--- src/shared/irt_pkg.sv ---
// package: register map, field layout and carrier types of the interrupt routing and trim block
package irt_pkg;
    // ****************************************
    // register offsets
    // ****************************************
    localparam logic [7:0] IRT_ADDR_POLARITY = 8'h28;
    localparam logic [7:0] IRT_ADDR_ENABLE = 8'h29;
    localparam logic [7:0] IRT_ADDR_ROUTE = 8'h2A;
    localparam logic [7:0] IRT_ADDR_PTRIM = 8'h2B;
    localparam logic [7:0] IRT_ADDR_TTRIM = 8'h2C;
    localparam logic [7:0] IRT_ADDR_RSVD = 8'h2D;
    // ****************************************
    // reset values and fields
    // ****************************************
    localparam logic [7:0] IRT_RST_ROUTE = 8'h00;
    localparam logic [7:0] IRT_RST_ENABLE = 8'h00;
    localparam logic [7:0] IRT_RST_TRIM = 8'h00;
    localparam logic [7:0] IRT_RST_POL = 8'h00;
    localparam logic [7:0] IRT_RSVD_VALUE = 8'h00;
    localparam int IRT_POL_A_BIT = 5;
    localparam int IRT_POL_B_BIT = 1;
    localparam logic [7:0] IRT_POL_WMASK = 8'h22;
    localparam int IRT_NSRC = 8;
    // trim scaling: pressure 4 Pa/LSB, temperature 1/16 degC/LSB
    localparam int IRT_PTRIM_SHIFT = 2;
    localparam int IRT_P_W = 20;
    localparam int IRT_T_W = 12;

    // register write/read port
    typedef struct packed {
        logic wr;
        logic rd;
        logic [7:0] addr;
        logic [7:0] wdata;
    } irt_req_t;

    // raw and corrected measurements; pressure in Pa, temperature in 1/16 degC
    typedef struct packed {
        logic valid;
        logic [IRT_P_W-1:0] pres;
        logic [IRT_T_W-1:0] temp;
    } irt_meas_t;
endpackage : irt_pkg

--- src/verilog/irt_top.sv ---
// module: interrupt pin routing and output offset trim
// Contract
// - routing bit 0 to pin b, 1 to pin a
// - routing register at 2Ah, eight source bits
// - routing bits reset to zero
// - events on one pin are ORed
// - pressure trim signed, 4 Pa per lsb
// - temperature trim signed, 0.0625 degC per lsb
// - trims at 2Bh, 2Ch, read/write, reset zero
// - trims correct reported pressure and temperature
// - 2Dh reserved, reads zero
// - disabled sources never assert a pin
// - pin polarity default active low
module irt_top
    import irt_pkg::*;
(
    // clock and reset
    input wire logic clk_sys,
    input wire logic rstn,
    input wire logic ce,
    // register port
    input wire irt_pkg::irt_req_t req,
    output logic [7:0] rdata,
    // event sources, same clock
    input wire logic [7:0] evt,
    // measurements
    input wire irt_pkg::irt_meas_t meas_raw,
    output irt_pkg::irt_meas_t meas_out,
    // interrupt pins
    output logic irq_pin_a,
    output logic irq_pin_b
);
    import irt_pkg::*;

    // ****************************************
    // registers
    // ****************************************
    logic [7:0] irq_pin_route_select_r;
    logic [7:0] irq_source_enable_r;
    logic [7:0] pin_polarity_select_r;
    logic [7:0] pressure_offset_trim_r;
    logic [7:0] temperature_offset_trim_r;
    logic [7:0] rdata_nxt;
    logic irq_a_nxt;
    logic irq_b_nxt;

    function automatic logic hit(input irt_req_t r, input logic [7:0] a);
        hit = r.wr && (r.addr == a);
    endfunction : hit

    wire logic wr_route = hit(req, IRT_ADDR_ROUTE);
    wire logic wr_en = hit(req, IRT_ADDR_ENABLE);
    wire logic wr_pol = hit(req, IRT_ADDR_POLARITY);
    wire logic wr_pt = hit(req, IRT_ADDR_PTRIM);
    wire logic wr_tt = hit(req, IRT_ADDR_TTRIM);

    always_ff @(posedge clk_sys) begin
        if (!rstn) begin
            irq_pin_route_select_r <= IRT_RST_ROUTE;
            irq_source_enable_r <= IRT_RST_ENABLE;
            pin_polarity_select_r <= IRT_RST_POL;
            pressure_offset_trim_r <= IRT_RST_TRIM;
            temperature_offset_trim_r <= IRT_RST_TRIM;
        end else if (ce) begin
            if (wr_route) irq_pin_route_select_r <= req.wdata;
            if (wr_en) irq_source_enable_r <= req.wdata;
            if (wr_pol) pin_polarity_select_r <= req.wdata & IRT_POL_WMASK;
            if (wr_pt) pressure_offset_trim_r <= req.wdata;
            if (wr_tt) temperature_offset_trim_r <= req.wdata;
        end
    end

    // ****************************************
    // read decode
    // ****************************************
    always_comb begin
        case (req.addr)
            IRT_ADDR_POLARITY: rdata_nxt = pin_polarity_select_r;
            IRT_ADDR_ENABLE: rdata_nxt = irq_source_enable_r;
            IRT_ADDR_ROUTE: rdata_nxt = irq_pin_route_select_r;
            IRT_ADDR_PTRIM: rdata_nxt = pressure_offset_trim_r;
            IRT_ADDR_TTRIM: rdata_nxt = temperature_offset_trim_r;
            IRT_ADDR_RSVD: rdata_nxt = IRT_RSVD_VALUE;
            default: rdata_nxt = 8'h00;
        endcase
    end

    // ****************************************
    // routing
    // ****************************************
    // routing from the written value in the same cycle, so a write acts at once
    wire logic [7:0] route_eff = wr_route ? req.wdata : irq_pin_route_select_r;
    wire logic [7:0] ev_on = evt & irq_source_enable_r;
    wire logic [7:0] to_a;
    wire logic [7:0] to_b;
    genvar g;
    generate
        for (g = 0; g < IRT_NSRC; g++) begin : g_route
            assign to_a[g] = ev_on[g] & route_eff[g];
            assign to_b[g] = ev_on[g] & ~route_eff[g];
        end
    endgenerate
    wire logic act_a = |to_a;
    wire logic act_b = |to_b;
    // pin level: active low unless polarity bit set
    assign irq_a_nxt = pin_polarity_select_r[IRT_POL_A_BIT] ? act_a : ~act_a;
    assign irq_b_nxt = pin_polarity_select_r[IRT_POL_B_BIT] ? act_b : ~act_b;

    // ****************************************
    // trim
    // ****************************************
    wire logic [IRT_P_W-1:0] p_corr;
    wire logic [IRT_T_W-1:0] t_corr;
    irt_trim_add #(.W(IRT_P_W), .SHIFT(IRT_PTRIM_SHIFT)) u_ptrim (
        .raw(meas_raw.pres),
        .trim(pressure_offset_trim_r),
        .sum(p_corr)
    );
    irt_trim_add #(.W(IRT_T_W), .SHIFT(0)) u_ttrim (
        .raw(meas_raw.temp),
        .trim(temperature_offset_trim_r),
        .sum(t_corr)
    );

    // ****************************************
    // output flops
    // ****************************************
    always_ff @(posedge clk_sys) begin
        if (!rstn) begin
            rdata <= 8'h00;
            irq_pin_a <= 1'b1;
            irq_pin_b <= 1'b1;
            meas_out <= '0;
        end else if (ce) begin
            rdata <= rdata_nxt;
            irq_pin_a <= irq_a_nxt;
            irq_pin_b <= irq_b_nxt;
            meas_out <= '{valid: meas_raw.valid, pres: p_corr, temp: t_corr};
        end
    end

    // ****************************************
    // assertions
    // ****************************************
    property p_route_b;
        @(posedge clk_sys) disable iff (!rstn)
        (ce && (evt & irq_source_enable_r & ~route_eff) != 8'h00 && !pin_polarity_select_r[1])
        |=> !irq_pin_b;
    endproperty
    a_route_b: assert property (p_route_b) else $error("pin b not asserted");
    property p_route_a;
        @(posedge clk_sys) disable iff (!rstn)
        (ce && (evt & irq_source_enable_r & route_eff) != 8'h00 && pin_polarity_select_r[5])
        |=> irq_pin_a;
    endproperty
    a_route_a: assert property (p_route_a) else $error("pin a not asserted");
    property p_reset_route;
        @(posedge clk_sys) !rstn |=> irq_pin_route_select_r == 8'h00;
    endproperty
    a_reset_route: assert property (p_reset_route) else $error("route not reset");
    property p_wr_route;
        @(posedge clk_sys) disable iff (!rstn)
        (ce && wr_route) |=> irq_pin_route_select_r == $past(req.wdata);
    endproperty
    a_wr_route: assert property (p_wr_route) else $error("route write lost");
    property p_disabled;
        @(posedge clk_sys) disable iff (!rstn)
        (ce && (evt & irq_source_enable_r) == 8'h00 && pin_polarity_select_r == 8'h00)
        |=> irq_pin_a && irq_pin_b;
    endproperty
    a_disabled: assert property (p_disabled) else $error("disabled source drove pin");
    property p_rsvd;
        @(posedge clk_sys) disable iff (!rstn)
        (ce && req.addr == IRT_ADDR_RSVD) |=> rdata == 8'h00;
    endproperty
    a_rsvd: assert property (p_rsvd) else $error("reserved read nonzero");
    property p_ptrim;
        @(posedge clk_sys) disable iff (!rstn)
        ce |=> meas_out.pres == $past(meas_raw.pres)
            + IRT_P_W'($signed($past(pressure_offset_trim_r)) * 4);
    endproperty
    a_ptrim: assert property (p_ptrim) else $error("pressure trim wrong");
    property p_ttrim;
        @(posedge clk_sys) disable iff (!rstn)
        ce |=> meas_out.temp == $past(meas_raw.temp)
            + IRT_T_W'($signed($past(temperature_offset_trim_r)));
    endproperty
    a_ttrim: assert property (p_ttrim) else $error("temperature trim wrong");
    // a route write steers the pins at its own edge, not one edge later
    property p_reroute;
        @(posedge clk_sys) disable iff (!rstn)
        (ce && wr_route && (evt & irq_source_enable_r & req.wdata) != 8'h00
            && !pin_polarity_select_r[IRT_POL_A_BIT])
        |=> !irq_pin_a;
    endproperty
    a_reroute: assert property (p_reroute) else $error("route write acted late");
    property p_reroute_b;
        @(posedge clk_sys) disable iff (!rstn)
        (ce && wr_route && (evt & irq_source_enable_r & ~req.wdata) != 8'h00
            && !pin_polarity_select_r[IRT_POL_B_BIT])
        |=> !irq_pin_b;
    endproperty
    a_reroute_b: assert property (p_reroute_b) else $error("route write acted late");
    // ****************************************
    // clock enable and read decode checks
    // ****************************************
    // ce low must freeze the outputs, the routing register and the pressure trim
    property p_hold;
        @(posedge clk_sys) disable iff (!rstn)
        !ce |=> $stable(rdata) && $stable(irq_pin_a) && $stable(irq_pin_b)
            && $stable(meas_out) && $stable(irq_pin_route_select_r)
            && $stable(pressure_offset_trim_r);
    endproperty
    a_hold: assert property (p_hold) else $error("state moved while clock enable low");
    // holes in the map read as zero
    property p_unmapped;
        @(posedge clk_sys) disable iff (!rstn)
        (ce && (req.addr < IRT_ADDR_POLARITY || req.addr > IRT_ADDR_RSVD))
        |=> rdata == 8'h00;
    endproperty
    a_unmapped: assert property (p_unmapped) else $error("unmapped read nonzero");
    c_both: cover property (@(posedge clk_sys) disable iff (!rstn) !irq_pin_a && !irq_pin_b);
    c_reroute: cover property (@(posedge clk_sys) disable iff (!rstn) wr_route && |evt);
    c_neg: cover property (@(posedge clk_sys) disable iff (!rstn) pressure_offset_trim_r[7]);
    c_frozen_wr: cover property (@(posedge clk_sys) disable iff (!rstn) !ce && req.wr);
    c_pol_high: cover property (@(posedge clk_sys) disable iff (!rstn) pin_polarity_select_r[5]);
endmodule : irt_top

--- src/verilog/irt_trim_add.sv ---
// module: signed offset trim adder for one measurement word
module irt_trim_add #(
    parameter int W = 12,
    parameter int SHIFT = 0
) (
    // operands
    input wire logic [W-1:0] raw,
    input wire logic [7:0] trim,
    // result
    output logic [W-1:0] sum
);
    // sign extend, then scale by the lsb weight
    wire logic [W-1:0] trim_ext;
    assign trim_ext = W'($signed({{(W-8){trim[7]}}, trim}) <<< SHIFT);
    assign sum = raw + trim_ext;
endmodule : irt_trim_add
--- config.mk ---
export PLATFORM = sky130hd
export DESIGN_NAME = irt_top
export DESIGN_NICKNAME = d
export VERILOG_FILES = /design/src/shared/irt_pkg.sv /design/src/verilog/irt_top.sv /design/src/verilog/irt_trim_add.sv
export SDC_FILE = /design/constraint.sdc
export NUM_CORES = 1
export LEC_CHECK = 0
export ABC_CLOCK_PERIOD_IN_PS = 3200
export BUFFER_PORTS_ARGS = -buffer_cell sky130_fd_sc_hd__buf_4
export CAP_MARGIN = 15
export CORE_MARGIN = 3
export CORE_UTILIZATION = 30
export DETAILED_ROUTE_END_ITERATION = 6
export GPL_ROUTABILITY_DRIVEN = 0
export PLACE_DENSITY = 0.55
export SLEW_MARGIN = 20
export SYNTH_ARGS = -nofsm -noshare
export SYNTH_HDL_FRONTEND = slang
export SYNTH_SLANG_ARGS = --single-unit
--- constraint.sdc ---
create_clock -name clk_sys -period 3.2 [get_ports clk_sys]
set_clock_uncertainty 0.1 [all_clocks]
set_input_delay 0.16 -clock clk_sys [delete_from_list [all_inputs] [get_ports clk_sys]]
set_output_delay 0.16 -clock clk_sys [all_outputs]
set_load 0.02 [all_outputs]
# Word-level counts from Yosys, hierarchy flattened
# Index checks and enable logic that the tools add are counted.
# totals
ff_bits	77
inputBits	62
out_inout_bits	43
word_cells	60
# op_classes
addsub	2
n_eq_ne	5
muxes	4
n_bitwise	27
reduce_logical	11
# op_table
cell	count
$eq 8x6->1 const B	5
$pmux 8 s5	1
$add 20x20->20	1
$and 1x1->1	16
$reduce_or 8->1	2
$add 12x12->12	1
$not 1->1	10
$and 8x8->8	1
$mux 8	1
$reduce_and 2->1	4
$logic_and 1x1->1	5
$mux 1	2

# Longest topological paths before layout
# logic_depth
depth_word	8
mapped_depth	10
mapped_depth_nobuf	10

# Cells and area by module
# From an unflattened synthesis, not the netlist that was laid out.
# hier_totals
hier_cells	539
area_unflattened_um2	4963.5
# modules_own_cells
module	instances	cells_each	area_per_inst_um2	seq_area_each_um2
irt_top	1	349	3527.1	1541.5
irt_trim_add (u_ptrim)	1	131	933.4	0.0
irt_trim_add (u_ttrim)	1	59	503.0	0.0

# Least setup slack after synthesis
# OpenSTA, ideal clock, no wires.
# synth_path
kind	register to register
startpoint	reg temperature_offset_trim_r[0]
endpoint	reg meas_out[8] in the netlist's numbering
setup_ns	0.122
t_arrival_ns	2.178
required_ns	2.978
slack_ns	0.800
stages_incl_launch_ff	10
path_buffers	0
period_less_slack_ns	2.400
path_cell_list	dfxtp_1 > ha_1 > fa_1 > a21o_1 > a21oi_1 > o21bai_1 > a2111o_1 > nand2_1 > nor4_1 > a311o_1
# synth_via
elab_chain_len	1
# synth_lines
element	line_no	source
start, declared	irt_top.sv:42	logic [7:0] temperature_offset_trim_r;
start signal, assigned	irt_top.sv:69	if (wr_tt) temperature_offset_trim_r <= req.wdata;
$add 12x12->12	irt_trim_add.sv:15	assign sum = raw + trim_ext;
end signal, assigned	irt_top.sv:138	meas_out <= '{valid: meas_raw.valid, pres: p_corr, temp: t_corr};
end, declared	irt_top.sv:28	output irt_pkg::irt_meas_t meas_out,
# No other way between the ends.
# A chain may end at the register's enable or synchronous reset.

# Worst setup path in the final report
# layout_path
startpoint	reg pressure_offset_trim_r[7]
endpoint	reg meas_out[31] in the netlist's numbering
# layout_via
elab_chain_len	1
# layout_lines
element	line_no	source
start, declared	irt_top.sv:41	logic [7:0] pressure_offset_trim_r;
start signal, assigned	irt_top.sv:68	if (wr_pt) pressure_offset_trim_r <= req.wdata;
$add 20x20->20	irt_trim_add.sv:15	
# No other way between the ends.

==> summary.md <==
| Metric | Value |
|---|---|
| Antenna-violating nets left | 0 |
| CTS H-tree depth | 3 |
| Cells taking the most area after synthesis | sky130_fd_sc_hd__dfxtp_1 (34%), sky130_fd_sc_hd__mux2i_1 (12%), sky130_fd_sc_hd__ha_1 (7.8%) |
| Cell type with the highest aggregate area in the netlist | sky130_fd_sc_hd__dfxtp_1 |
| Max clock buf depth | 2 |
| Reg2Reg Launch Point | pressure_offset_trim_r[7] |
| Highest attainable clock frequency | 0.375 GHz |
| Endpoint of the worst hold path | irq_pin_route_select_r[6] |
| Overall die height | 129 µm |
| Port Buffer Count | 103 |
| Top fanout value on the critical path | 13 |
| Clock transition at the registers of the reported paths | 0.06 ns |
| Worst Max-Slew Pin Slew | 0.830 ns |
| P per Cell Area | 403 mW/mm² |
| TritonCTS Buffers | 9 |
| Instance area at placement | 0.00545 mm² |
| Syn nets | 598 |
| Slew Limit Fails | 0 |
| Clock Tree Root | sky130_fd_sc_hd__clkbuf_16 |
| Worst hold stages | 3 |
| Setup crit start kind | flip-flop |
| Detailed Place HPWL | 10.1 mm |
| Fraction of the yosys area taken by sequential cells | 34.2% |
| Cell with the most instances after synthesis | sky130_fd_sc_hd__dfxtp_1 |
| Maximum Capacitance Violations | 0 |
| Number of buffers inserted for hold repair after clock tree synthesis | 8 |
| Via density per instance | 5.28 |
| Clock tree from TritonCTS | done |
| Number of filler cells placed in the layout | 1462 |
| 1st-iter DRT viols | 294 |
| Outcome | finished clean |
| Setup Crit Path Kind | reg2reg |
| Remaining routing DRC violations | 0 |
| Number of warnings reported in the yosys synthesis log | 0 |
| Number of distinct library cells after synthesis | 58 |
| Path type of the worst min-delay path | in2reg |
| GR Overflow Total | 0 |
| Top cells by instance count after synthesis | sky130_fd_sc_hd__dfxtp_1 (77), sky130_fd_sc_hd__nor2_1 (70), sky130_fd_sc_hd__mux2i_1 (56) |
| Slack of the worst reg-to-reg path | 0.53 ns |
| Average detailed-routed wire length per instance | 16.6 µm |
| Gate Count Post-Synth | 506 |
| Die Outline Area | 0.0165 mm² |
| Largest net degree at the start of global routing | 45 |
| Total wirelength of the detailed-routed design | 13.3 mm |
| Number of global-route vias before repair | 4237 |
| Element type at the critical path end | flip-flop |
| Most used flip-flop cell after synthesis | sky130_fd_sc_hd__dfxtp_1 |
| Final-layout worst hold slack | 0.0195 ns |
| Register bit count reported by yosys | 77 |
| Total power consumption of the routed design | 0.00235 W |
| EDFF count, synth | 0 |
| Antenna diode instance count | 0 |
| FP Rows | 44 |
| Initial antenna violation count | 0 |
| Endpoint of the worst-slack reg-to-reg timing path | meas_out[31] |
| Placeable core region | 0.0146 mm² |
| Worst slew margin relative to its limit | 44.6% |
| Total non-filler cell area in the finished layout | 0.00583 mm² |
| Post-cts gate resize count | 0 |
| Top-level port count | 105 |
| Setup repair after global routing missed its margin | no |
| Clock sink count | 77 |
| Final period util | 83.3% |
| Final std cells w/o fill | 800 |
| Postcts setup bufs | 0 |
| Number of failing setup endpoints in the final timing report | 0 |
| Ys async rst share | 0% |
| Final net count | 703 |
| Share of final-layout standard cells stronger than drive strength 1 | 22.9% |
| Effective utilization at floorplan | 30.9% |
| Time the final worst path needs with I/O delays and setup | 2.67 ns |
| Worst-Skew Late Latency | 0.35 ns |
| Total negative slack for setup checks | 0 ns |
| Worst Min Path Start | req[6] |
| Cell area after synthesis | 0.00450 mm² |
| Layout area overhead | 29.5% |
| Required arrival time at the worst endpoint | 3.35 ns |
| Count of cells along the worst register-to-register path | 7 |
| Static Leakage | 2.62 nW |
| Detailed-routing iteration count for the pre-antenna-repair pass | 7 |
| Count of vias placed by the detailed router | 4224 |
| Worst supply voltage drop on vdd | 0.000344 V |
| Chip Width | 129 µm |
| Fraction of post-synthesis cell area in the top cell type by area | 34.2% |
| Critical Path AT | 2.82 ns |
| Global-route wire length before repair | 21.2 mm |
| Final hold violation count | 0 |
| Average footprint of a synthesized cell | 8.90 µm² |
| # placed instances | 776 |
| Aggregate global-route resource usage | 16.1% |
## where the power goes
group,switching (W),internal [W]
sequential,0.0000154,0.000985
combinational,0.000162,0.000139
clock,0.000424,0.000622
## worst max-delay path by stage
stage | start | to | slack, ns | depth (start not counted)
2_1_floorplan | temperature_offset_trim_r[0] | meas_out[8] | 0.80 | 9
3_3_place_gp | temperature_offset_trim_r[0] | meas_out[10] | 0.58 | 9
3_5_place_dp | pressure_offset_trim_r[7] | meas_out[31] | 0.55 | 7
4_1_cts | pressure_offset_trim_r[7] | meas_out[31] | 0.53 | 7
5_1_grt | pressure_offset_trim_r[7] | meas_out[31] | 0.35 | 7
6_report | pressure_offset_trim_r[7] | meas_out[31] | 0.53 | 7
## routing by layer
metal  up-vias  global-route usage (%)  part of all wire [%]
met1      2008                    19.7                    44
met3        15                    5.19                   7.1
li1       2073                       -                     -
met5         -                       0                     0
met4         0                    4.14                   1.4
met2       128                    27.5                    48
## logic make-up (layout without fill, tap and decap cells)
| family | after synthesis | count (layout) | synth area share, % |
|---|---|---|---|
| AOI/OAI and AO/OA | 115 | 115 | 18.8 |
| xor gates and xnor gates | 18 | 18 | 3.50 |
| adders and majority gates | 30 | 30 | 8.67 |
| buffers and inverters | 31 | 141 | 2.97 |
| DFF | 77 | 77 | 34.2 |
| muxes | 57 | 57 | 12.7 |
| and+or+nand+nor | 178 | 178 | 19.1 |
## critical path, cell delays in order (launching register included)
cell,delay [ns]
sky130_fd_sc_hd__dfxtp_1,0.71
sky130_fd_sc_hd__ha_1,0.42
sky130_fd_sc_hd__a21o_1,0.22
sky130_fd_sc_hd__o41ai_2,0.31
sky130_fd_sc_hd__o31ai_2,0.16
sky130_fd_sc_hd__a311oi_2,0.31
sky130_fd_sc_hd__xnor2_1,0.11
sky130_fd_sc_hd__a211oi_1,0.22
## registers in the layout, indices dropped and copies added (netlist names)
signal                     count
pressure_offset_trim_r         8
irq_pin_b                      1
irq_source_enable_r            8
temperature_offset_trim_r      8
irq_pin_route_select_r         8
pin_polarity_select_r          2
meas_out                      33
rdata                          8
irq_pin_a                      1
## area by class of cell
class                   instances  area [µm²]  area share (%)
well taps                     184         230            3.95
repair buffers                117         898            15.4
flip-flops and latches         77        1540            26.4
multi-input cells             398        2830            48.5
clock buffers                  10         239            4.10
inverters                       8        30.0           0.515
clock inverters                 6        62.6            1.07
## metrics by stage
step | utilization, % | setup slack (ns)
2_1_floorplan | - | 0.800
3_3_place_gp | 37.3 | 0.582
5_1_grt | 40.0 | 0.351
3_5_place_dp | 37.3 | 0.550
6_report | 40.0 | 0.533
4_1_cts | 40.0 | 0.529
## cells in the final DEF, fill, tap and decap left out, types with 4 or more instances in the layout
master	count
sky130_fd_sc_hd__dfxtp_1	77
sky130_fd_sc_hd__buf_4	109
sky130_fd_sc_hd__xor2_1	10
sky130_fd_sc_hd__and3_1	5
sky130_fd_sc_hd__nor2b_1	8
sky130_fd_sc_hd__mux2i_1	56
sky130_fd_sc_hd__o21ai_0	20
sky130_fd_sc_hd__clkbuf_16	9
sky130_fd_sc_hd__a222oi_1	8
sky130_fd_sc_hd__a21o_1	17
sky130_fd_sc_hd__a21oi_1	26
sky130_fd_sc_hd__o21a_1	4
sky130_fd_sc_hd__inv_1	7
sky130_fd_sc_hd__a31oi_1	4
sky130_fd_sc_hd__or3_1	5
sky130_fd_sc_hd__a211oi_1	6
sky130_fd_sc_hd__nand4_1	7
sky130_fd_sc_hd__dlygate4sd3_1	8
sky130_fd_sc_hd__o22ai_1	4
sky130_fd_sc_hd__ha_1	28
sky130_fd_sc_hd__nand2_1	36
sky130_fd_sc_hd__nand3_1	23
sky130_fd_sc_hd__nor3_1	9
sky130_fd_sc_hd__xnor2_1	8
sky130_fd_sc_hd__nor2_1	70
No activity file was read; power rests on OpenSTA's default activity.
